==> config.mk <==
export PLATFORM = sky130hd
export DESIGN_NAME = pso_status_core
export DESIGN_NICKNAME = d
export VERILOG_FILES = /design/src/core/pso_pkg.sv /design/src/core/pso_status_core.sv
export SDC_FILE = /design/constraint.sdc
export NUM_CORES = 1
export LEC_CHECK = 0
export ABC_AREA = 1
export BUFFER_PORTS_ARGS = -buffer_cell sky130_fd_sc_hd__buf_2
export CAP_MARGIN = 20
export CORE_MARGIN = 3
export CORE_UTILIZATION = 62
export CTS_CLUSTER_SIZE = 20
export DETAILED_ROUTE_END_ITERATION = 10
export PLACE_DENSITY = 0.86
export SLEW_MARGIN = 10
export SYNTH_ARGS = -nofsm -noshare
export SYNTH_HDL_FRONTEND = slang
export SYNTH_SLANG_ARGS = --single-unit
==> constraint.sdc <==
create_clock -name sys_clk -period 3.05 [get_ports sys_clk]
set_input_delay 0 -clock sys_clk [delete_from_list [all_inputs] [get_ports sys_clk]]
set_output_delay 0 -clock sys_clk [all_outputs]
set_load 0.02 [all_outputs]
==> src/core/pso_pkg.sv <==
// ****************************************************************
// constants and carriers for the sensor output status block
// ****************************************************************
`default_nettype none
package pso_pkg;

  // register byte addresses
  localparam logic [7:0] PSO_ADDR_QUEUE_CTRL  = 8'h14;  // watermark field lives here
  localparam logic [7:0] PSO_ADDR_OFFSET_LOW  = 8'h18;  // offset correction low byte
  localparam logic [7:0] PSO_ADDR_OFFSET_HIGH = 8'h19;  // offset correction high byte
  localparam logic [7:0] PSO_ADDR_QUEUE_FILL  = 8'h26;  // queue_fill_status
  localparam logic [7:0] PSO_ADDR_FLAGS       = 8'h27;  // sample_flags
  localparam logic [7:0] PSO_ADDR_PRESS_LOW   = 8'h28;  // pressure_result_low
  localparam logic [7:0] PSO_ADDR_PRESS_MID   = 8'h29;  // pressure_result_mid
  localparam logic [7:0] PSO_ADDR_PRESS_HIGH  = 8'h2A;  // pressure_result_high
  localparam logic [7:0] PSO_ADDR_TEMP_LOW    = 8'h2B;  // temperature_result_low
  localparam logic [7:0] PSO_ADDR_TEMP_HIGH   = 8'h2C;  // temperature_result_high
  localparam logic [7:0] PSO_ADDR_FILTER_RES  = 8'h33;  // filter_reset_register

  // field positions
  localparam int PSO_BIT_QUEUE_THRESH = 7;  // queue_threshold_flag
  localparam int PSO_BIT_QUEUE_OVR    = 6;  // queue_overrun_flag
  localparam int PSO_BIT_TEMP_OVR     = 5;  // temperature overrun
  localparam int PSO_BIT_PRESS_OVR    = 4;  // pressure overrun
  localparam int PSO_BIT_TEMP_AVAIL   = 1;  // temperature_available
  localparam int PSO_BIT_PRESS_AVAIL  = 0;  // pressure_available

  // widths and sizes
  localparam int PSO_FILL_W       = 6;   // queue_fill_level width
  localparam int PSO_WTM_W        = 5;   // watermark_level width
  localparam int PSO_QUEUE_DEPTH  = 32;  // most unread samples
  localparam int PSO_PRESS_W      = 24;  // pressure result width
  localparam int PSO_TEMP_W       = 16;  // temperature result width
  localparam int PSO_OFFSET_W     = 16;  // offset correction width
  localparam int PSO_OFFSET_SHIFT = 8;   // offset scaled by 256

  // reset values
  localparam logic [PSO_WTM_W-1:0]    PSO_WTM_RESET    = 5'h00;
  localparam logic [PSO_OFFSET_W-1:0] PSO_OFFSET_RESET = 16'h0000;
  localparam logic [7:0]              PSO_BYTE_ZERO    = 8'h00;

  // register port request from the serial front end
  typedef struct packed {
    logic       rd;     // one-cycle read strobe
    logic       wr;     // one-cycle write strobe
    logic [7:0] addr;   // register address
    logic [7:0] wdata;  // write byte
  } pso_reg_req_t;

  // pressure sample from the conversion core
  typedef struct packed {
    logic                   valid;  // one-cycle new result
    logic [PSO_PRESS_W-1:0] value;  // raw two's complement pressure
  } pso_press_sample_t;

  // temperature sample from the conversion core
  typedef struct packed {
    logic                  valid;  // one-cycle new result
    logic [PSO_TEMP_W-1:0] value;  // two's complement temperature
  } pso_temp_sample_t;

  // mode levels; all but the low-pass filter bypass the offset subtraction
  typedef struct packed {
    logic differential_enable;        // differential mode
    logic autozero_enable;            // autozero function
    logic reference_offset_function;  // reference offset function
    logic pressure_lowpass_filter;    // low-pass filter active
  } pso_modes_t;

endpackage

`default_nettype wire

==> src/core/pso_status_core.sv <==
// How it works
// - threshold flag high when fill reaches watermark
// - watermark from five-bit field at 14h
// - queue overrun only when full and overwritten
// - six-bit fill count, zero to 32
// - overwrite in full queue shows 1,1,100000
// - temperature overrun on unread result replaced
// - pressure overrun on unread result replaced
// - temperature available set on new result
// - pressure available set on new result
// - sample flags snapshot refreshed each data period
// - 24-bit pressure over bytes 28h to 2Ah
// - output is raw minus offset when modes off
// - offset scaled by 256 before subtraction
// - 16-bit temperature over bytes 2Bh, 2Ch
// - reading 33h resets active low-pass filter
`timescale 1ns/100ps
`default_nettype none

module pso_status_core
  import pso_pkg::*;
#(
  parameter int QUEUE_DEPTH = PSO_QUEUE_DEPTH  // most unread queue samples
) (
  input  wire logic              sys_clk,
  input  wire logic              reset_n,
  input  wire pso_reg_req_t      reg_req,
  input  wire pso_press_sample_t press_sample,
  input  wire pso_temp_sample_t  temp_sample,
  input  wire logic              odr_tick,
  input  wire pso_modes_t        modes,
  output logic [7:0]             rd_data,
  output logic                   rd_valid,
  output logic                   filter_reset
);

  // ****************************************************************
  // elaboration checks
  // ****************************************************************
  // depth must fit the six-bit fill count
  if (QUEUE_DEPTH < 1 || QUEUE_DEPTH > (2 ** PSO_FILL_W) - 1) begin : g_bad_depth
    $error("queue depth does not fit fill count");
  end

  localparam logic [PSO_FILL_W-1:0] DEPTH_FILL = PSO_FILL_W'(QUEUE_DEPTH);  // full count
  localparam logic [PSO_FILL_W-1:0] FILL_ONE   = 6'h01;                     // count step
  localparam logic [PSO_FILL_W-1:0] FILL_ZERO  = 6'h00;                     // empty count

  // ****************************************************************
  // storage
  // ****************************************************************
  logic [PSO_WTM_W-1:0]    watermark_level;     // threshold compare level
  logic [PSO_OFFSET_W-1:0] offset_correction;   // stored offset
  logic [PSO_PRESS_W-1:0]  pressure_result;     // corrected pressure
  logic [PSO_TEMP_W-1:0]   temperature_result;  // temperature
  logic [PSO_FILL_W-1:0]   queue_fill_level;    // unread samples
  logic                    queue_overrun_flag;  // overwrite seen while full
  logic                    press_avail_live;    // live pressure available
  logic                    temp_avail_live;     // live temperature available
  logic                    press_ovr_live;      // live pressure overrun
  logic                    temp_ovr_live;       // live temperature overrun
  logic [3:0]              flags_snap;          // refreshed status bits

  // ****************************************************************
  // decode
  // ****************************************************************
  logic rd_press_high;  // read of top pressure byte
  logic rd_temp_high;   // read of top temperature byte
  logic queue_push;     // new sample enters queue
  logic queue_pop;      // host takes a sample
  logic queue_full;     // queue holds depth
  logic queue_thresh;   // fill at or above watermark
  logic modes_off;      // no mode bypasses the offset

  assign rd_press_high = reg_req.rd && (reg_req.addr == PSO_ADDR_PRESS_HIGH);
  assign rd_temp_high  = reg_req.rd && (reg_req.addr == PSO_ADDR_TEMP_HIGH);
  assign queue_push    = press_sample.valid;
  assign queue_full    = (queue_fill_level == DEPTH_FILL);
  assign queue_pop     = rd_press_high && (queue_fill_level != FILL_ZERO);
  assign queue_thresh  = ({1'b0, watermark_level} <= queue_fill_level);
  assign modes_off     = !modes.differential_enable && !modes.autozero_enable
                         && !modes.reference_offset_function;

  // ****************************************************************
  // writable configuration
  // ****************************************************************
  // watermark field from the queue control register
  always_ff @(posedge sys_clk) begin
    if (!reset_n) begin
      watermark_level <= PSO_WTM_RESET;
    end else if (reg_req.wr && reg_req.addr == PSO_ADDR_QUEUE_CTRL) begin
      watermark_level <= reg_req.wdata[PSO_WTM_W-1:0];
    end
  end

  // offset correction bytes
  always_ff @(posedge sys_clk) begin
    if (!reset_n) begin
      offset_correction <= PSO_OFFSET_RESET;
    end else if (reg_req.wr && reg_req.addr == PSO_ADDR_OFFSET_LOW) begin
      offset_correction[7:0] <= reg_req.wdata;
    end else if (reg_req.wr && reg_req.addr == PSO_ADDR_OFFSET_HIGH) begin
      offset_correction[15:8] <= reg_req.wdata;
    end
  end

  // ****************************************************************
  // results
  // ****************************************************************
  // pressure latched on each new sample, corrected when modes are off
  always_ff @(posedge sys_clk) begin
    if (!reset_n) begin
      pressure_result <= '0;
    end else if (press_sample.valid) begin
      if (modes_off) begin
        pressure_result <= press_sample.value
                           - {offset_correction, {PSO_OFFSET_SHIFT{1'b0}}};
      end else begin
        pressure_result <= press_sample.value;  // other modes correct upstream
      end
    end
  end

  // temperature latched on each new sample
  always_ff @(posedge sys_clk) begin
    if (!reset_n) begin
      temperature_result <= '0;
    end else if (temp_sample.valid) begin
      temperature_result <= temp_sample.value;
    end
  end

  // ****************************************************************
  // sample queue count
  // ****************************************************************
  // push and pop together keep the count; a push while full overwrites
  always_ff @(posedge sys_clk) begin
    if (!reset_n) begin
      queue_fill_level <= FILL_ZERO;
    end else if (queue_push && !queue_pop && !queue_full) begin
      queue_fill_level <= queue_fill_level + FILL_ONE;
    end else if (queue_pop && !queue_push) begin
      queue_fill_level <= queue_fill_level - FILL_ONE;
    end
  end

  // overrun held only while the queue stays full
  always_ff @(posedge sys_clk) begin
    if (!reset_n) begin
      queue_overrun_flag <= 1'b0;
    end else if (queue_push && queue_full && !queue_pop) begin
      queue_overrun_flag <= 1'b1;
    end else if (queue_pop && !queue_push) begin
      queue_overrun_flag <= 1'b0;
    end
  end

  // ****************************************************************
  // data available and overrun flags
  // ****************************************************************
  // pressure flags: a new result wins over a clearing read
  always_ff @(posedge sys_clk) begin
    if (!reset_n) begin
      press_avail_live <= 1'b0;
      press_ovr_live   <= 1'b0;
    end else if (press_sample.valid) begin
      press_avail_live <= 1'b1;
      if (press_avail_live) begin
        press_ovr_live <= 1'b1;
      end
    end else if (rd_press_high) begin
      press_avail_live <= 1'b0;
      press_ovr_live   <= 1'b0;
    end
  end

  // temperature flags: a new result wins over a clearing read
  always_ff @(posedge sys_clk) begin
    if (!reset_n) begin
      temp_avail_live <= 1'b0;
      temp_ovr_live   <= 1'b0;
    end else if (temp_sample.valid) begin
      temp_avail_live <= 1'b1;
      if (temp_avail_live) begin
        temp_ovr_live <= 1'b1;
      end
    end else if (rd_temp_high) begin
      temp_avail_live <= 1'b0;
      temp_ovr_live   <= 1'b0;
    end
  end

  // snapshot taken once per data period
  always_ff @(posedge sys_clk) begin
    if (!reset_n) begin
      flags_snap <= 4'h0;
    end else if (odr_tick) begin
      flags_snap <= {temp_ovr_live, press_ovr_live, temp_avail_live, press_avail_live};
    end
  end

  // ****************************************************************
  // read port
  // ****************************************************************
  logic [7:0] next_rd_data;  // selected byte

  // address mux; unmapped addresses read zero
  always_comb begin
    next_rd_data = PSO_BYTE_ZERO;
    case (reg_req.addr)
      PSO_ADDR_QUEUE_CTRL:  next_rd_data[PSO_WTM_W-1:0] = watermark_level;  // upper bits zero
      PSO_ADDR_OFFSET_LOW:  next_rd_data = offset_correction[7:0];
      PSO_ADDR_OFFSET_HIGH: next_rd_data = offset_correction[15:8];
      PSO_ADDR_QUEUE_FILL: begin
        next_rd_data[PSO_FILL_W-1:0]      = queue_fill_level;
        next_rd_data[PSO_BIT_QUEUE_OVR]    = queue_overrun_flag;
        next_rd_data[PSO_BIT_QUEUE_THRESH] = queue_thresh;
      end
      PSO_ADDR_FLAGS: begin
        next_rd_data[PSO_BIT_TEMP_OVR]    = flags_snap[3];  // other bits zero
        next_rd_data[PSO_BIT_PRESS_OVR]   = flags_snap[2];
        next_rd_data[PSO_BIT_TEMP_AVAIL]  = flags_snap[1];
        next_rd_data[PSO_BIT_PRESS_AVAIL] = flags_snap[0];
      end
      PSO_ADDR_PRESS_LOW:   next_rd_data = pressure_result[7:0];
      PSO_ADDR_PRESS_MID:   next_rd_data = pressure_result[15:8];
      PSO_ADDR_PRESS_HIGH:  next_rd_data = pressure_result[23:16];
      PSO_ADDR_TEMP_LOW:    next_rd_data = temperature_result[7:0];
      PSO_ADDR_TEMP_HIGH:   next_rd_data = temperature_result[15:8];
      default:              next_rd_data = PSO_BYTE_ZERO;              // unmapped reads zero
    endcase
  end

  // registered read answer one cycle after the strobe
  always_ff @(posedge sys_clk) begin
    if (!reset_n) begin
      rd_data  <= PSO_BYTE_ZERO;
      rd_valid <= 1'b0;
    end else begin
      rd_valid <= reg_req.rd;
      if (reg_req.rd) begin
        rd_data <= next_rd_data;
      end
    end
  end

  // filter reset pulse on a read of its register while the filter runs
  always_ff @(posedge sys_clk) begin
    if (!reset_n) begin
      filter_reset <= 1'b0;
    end else begin
      filter_reset <= reg_req.rd && (reg_req.addr == PSO_ADDR_FILTER_RES)
                      && modes.pressure_lowpass_filter;
    end
  end
endmodule

`default_nettype wire

==> results.yml <==
synth:
  synth_top_area_share: 0.332
  ys.warnings.count: 0
  netlist_instances: 803
  ys_ff_latch: 86
  avgSynthCellArea_sq_um: 6.45
  synthDistinctLibCells: 38
  post_synth_main_area_contributors: "dfxtp_1 33%, nand2_1 13%, a21oi_1 7.7%"
  async_reset_ff_frac: 0
  syn_area_sq_mm: 0.00518
  synth_ff_type: "dfxtp_1"
  yosysTopAreaCell: "dfxtp_1"
  syn-num-nets: 896
  yosysSeqAreaShare: 0.332
  synth-edff-count: 0
outcome:
  status: "complete, no violations"
sta:
  finalSetupViolCount: 0
  fin_crit_sh: 0.807
  skew_ns: 0.0164
  finalHoldViolations: 0
  fin_crit_ns: 2.46
  slew_headroom: 0.551
  worst_slack_ns: 0.588
  timing_max_transition_violations_final: 0
  max_freq_mhz: 406
  fin_setup_tns_ns: 0
  worstMarginPinSlew_ns: 0.673
  rsz0062_at_grt: "false"
critical_path:
  cp.depth: 13
  crit_family: "buffers and inverters"
  arrival_ns: 2.74
  cp.required_ns: 3.33
  critPathBufInv: 3
  critPathLaunchType: "input port"
  worst_path_most_repeated_cell: "a21oi_1"
  slowest_stage: "dlygate4sd3_1"
  crit_chain: "dlygate4sd3_1 > buf_2 > inv_1 > nor2_4 > nand2_1 > nand3_2 > ha_1 > a21oi_1 > or2_2 > nand3_1 > or2_1 > a21oi_1 > nor2_1"
  endpoint_kind: "flip-flop"
  critical_path_class: "in2reg"
  worst-r2r-cell-count: 11
  slowest_delay_ns: 0.54
  crit_fanout: 11
  r2r_slack_ns: 0.68
route:
  routedWlPerCell_microns: 15.3
  met3WireLength_microns: 1350
  highest_layer: "met4"
  postRouteWirelength_microns: 15700
  met2_wirelength_microns: 7590
  antenna_left: 0
  via_count: 5787
  drt_iter0_drc: 598
  drt-met1-wl_microns: 6230
  drc: 0
  drt-pass1-iter-count: 6
  avgViaCountPerCell: 5.66
clocking:
  htreeDepth: 3
  cts_buffer_depth: 2
  ctsResizeCount: 0
  cts_inserted_buffers: 9
  cts_tree: "done"
  clock-sinks: 86
  clock_latency_ns: 0.38
  clkTransAtPathRegs_ns: 0.10
  cts_root_buf: "clkbuf_8"
global_routing:
  grt_usage: 0.327
  gr-total-overflow: 0
  antenna_found_initial: 1
  grt_pass1_wl_microns: 25600
  grt_pass1_vias: 5498
  grt_start_max_net_pins: 59
power:
  switchingPower_w: 0.000784
  internal-power_w: 0.00170
  switching_share: 0.315
  clkPwrFrac: 0.314
  p_seq_frac: 0.488
  p_leak_nw: 2.97
  power_frac_comb: 0.198
  power.density_mw_per_mm2: 397
  max-vdd-ir-drop_v: 0.000328
  p_total_w: 0.00249
min_path:
  hold_path.class: "in2reg"
  hold_depth: 5
final_layout:
  final_util: 0.790
  design_area_sq_mm: 0.00626
  layout_common_cells: "182 x nand2_1, 101 x inv_1, 100 x nor2_1"
  area_growth_pct: 21.0
  final_common_cell: "nand2_1"
  final_nets: 1008
  fill_cells: 587
  drive_gt1_frac: 0.132
placement:
  dpl_worst_slack_ns: 0.721
  io_buffers: 76
  place_area_sq_mm: 0.00561
  hpwl_microns: 11100
  gp_congestion: 0.931
floorplan:
  die-area_sq_mm: 0.00949
  placement_rows: 32
  coreArea_sq_mm: 0.00793
  ioPinCount: 77
  start_util: 0.653
  die_x_microns: 97.4
  fp.dieH_microns: 97.4
flow_run:
  cap_violations: 0
==> metrics by stage <==
step	hold slack [ns]	instances
after floorplan	0.131	803
after global placement	0.223	960
after detailed placement	0.229	960
after CTS	0.00848	1022
after global routing	0.0589	1023
final	0.00866	1023
==> layout make-up <==
class | instances | area [sq um] | share of cell area
diodes | 1 | 2.50 | 0.000399
clock buffers | 10 | 138 | 0.0220
clock inverters | 6 | 51.3 | 0.00819
inverters | 105 | 394 | 0.0629
multi-input cells | 585 | 2940 | 0.470
flip-flops and latches | 86 | 1720 | 0.275
well taps | 102 | 128 | 0.0204
repair buffers | 128 | 886 | 0.141
==> flip-flops by register name, indices dropped and copies added, names as in the netlist <==
register	flops
filter_reset	1
flags_snap	4
offset_correction	16
press_avail_live	1
press_ovr_live	1
pressure_result	24
queue_fill_level	6
queue_overrun_flag	1
rd_data	8
rd_valid	1
temp_avail_live	1
temp_ovr_live	1
temperature_result	16
watermark_level	5
==> what timing repair did <==
action / 4_1_cts / 5_1_grt
hold endpoints to repair: 59 / 0
hold buffers: 46 / 0
buffers inserted: 0 / 0
==> power groups by stage <==
stage	Combinational (W)	Clock [W]	Sequential, W
finish	0.000493	0.000782	0.00121
global placement	0.000413	0	0.00124
floorplan	0.000302	0	0.00123
CTS	0.000476	0.000780	0.00121
detailed placement	0.000434	0	0.00124
global route	0.000547	0.000833	0.00122
==> worst paths after layout <==
| check | to | start |
|---|---|---|
| worst max-delay path | queue_fill_level[5] | reg_req[17] |
| worst min-delay path | pressure_result[10] | press_sample[10] |
| worst max register to register | queue_fill_level[5] | queue_fill_level[2] |
| worst min register to register | flags_snap[0] | flags_snap[0] |
==> cells by family after synthesis <==
group                    share of synthesized area
AO/OA/AOI/OAI                                0.160
XOR/XNOR                                    0.0152
adder cells (fa/ha/maj)                     0.0657
buffers and inverters                       0.0991
flip-flops                                   0.332
AND/OR/NAND/NOR                              0.327
==> synth_stat cells, types with 2 or more instances <==
| library cell | number |
|---|---|
| inv_1 | 101 |
| clkinv_1 | 2 |
| buf_2 | 4 |
| nand2_1 | 182 |
| xor2_1 | 7 |
| buf_1 | 2 |
| inv_2 | 2 |
| nand3_2 | 2 |
| dfxtp_1 | 86 |
| o31ai_1 | 2 |
| nand2_4 | 2 |
| clkbuf_1 | 17 |
| nor3_1 | 4 |
| nand2_2 | 3 |
| a31oi_1 | 2 |
| nand3_1 | 71 |
| nor2_2 | 3 |
| a21oi_1 | 80 |
| o211ai_1 | 3 |
| o21ai_0 | 71 |
| xnor2_1 | 2 |
| nor2_4 | 3 |
| fa_1 | 2 |
| ha_1 | 24 |
| nand4_1 | 8 |
| or2_2 | 5 |
| buf_4 | 3 |
| nor2_1 | 100 |
==> metal layers <==
layer  vias to the layer above  GRT usage
met2                       301      0.566
met1                      2589      0.404
met5                         -          0
li1                       2833          -
met3                        64     0.0704
met4                         0      0.104
==> tightest hold or removal path, delay by kind of cell <==
family          cells  cell delay [ns]
compound gates      2             0.17
buf+inv             2             0.14
simple gates        1             0.05
Power figures use the tool's default switching activity.
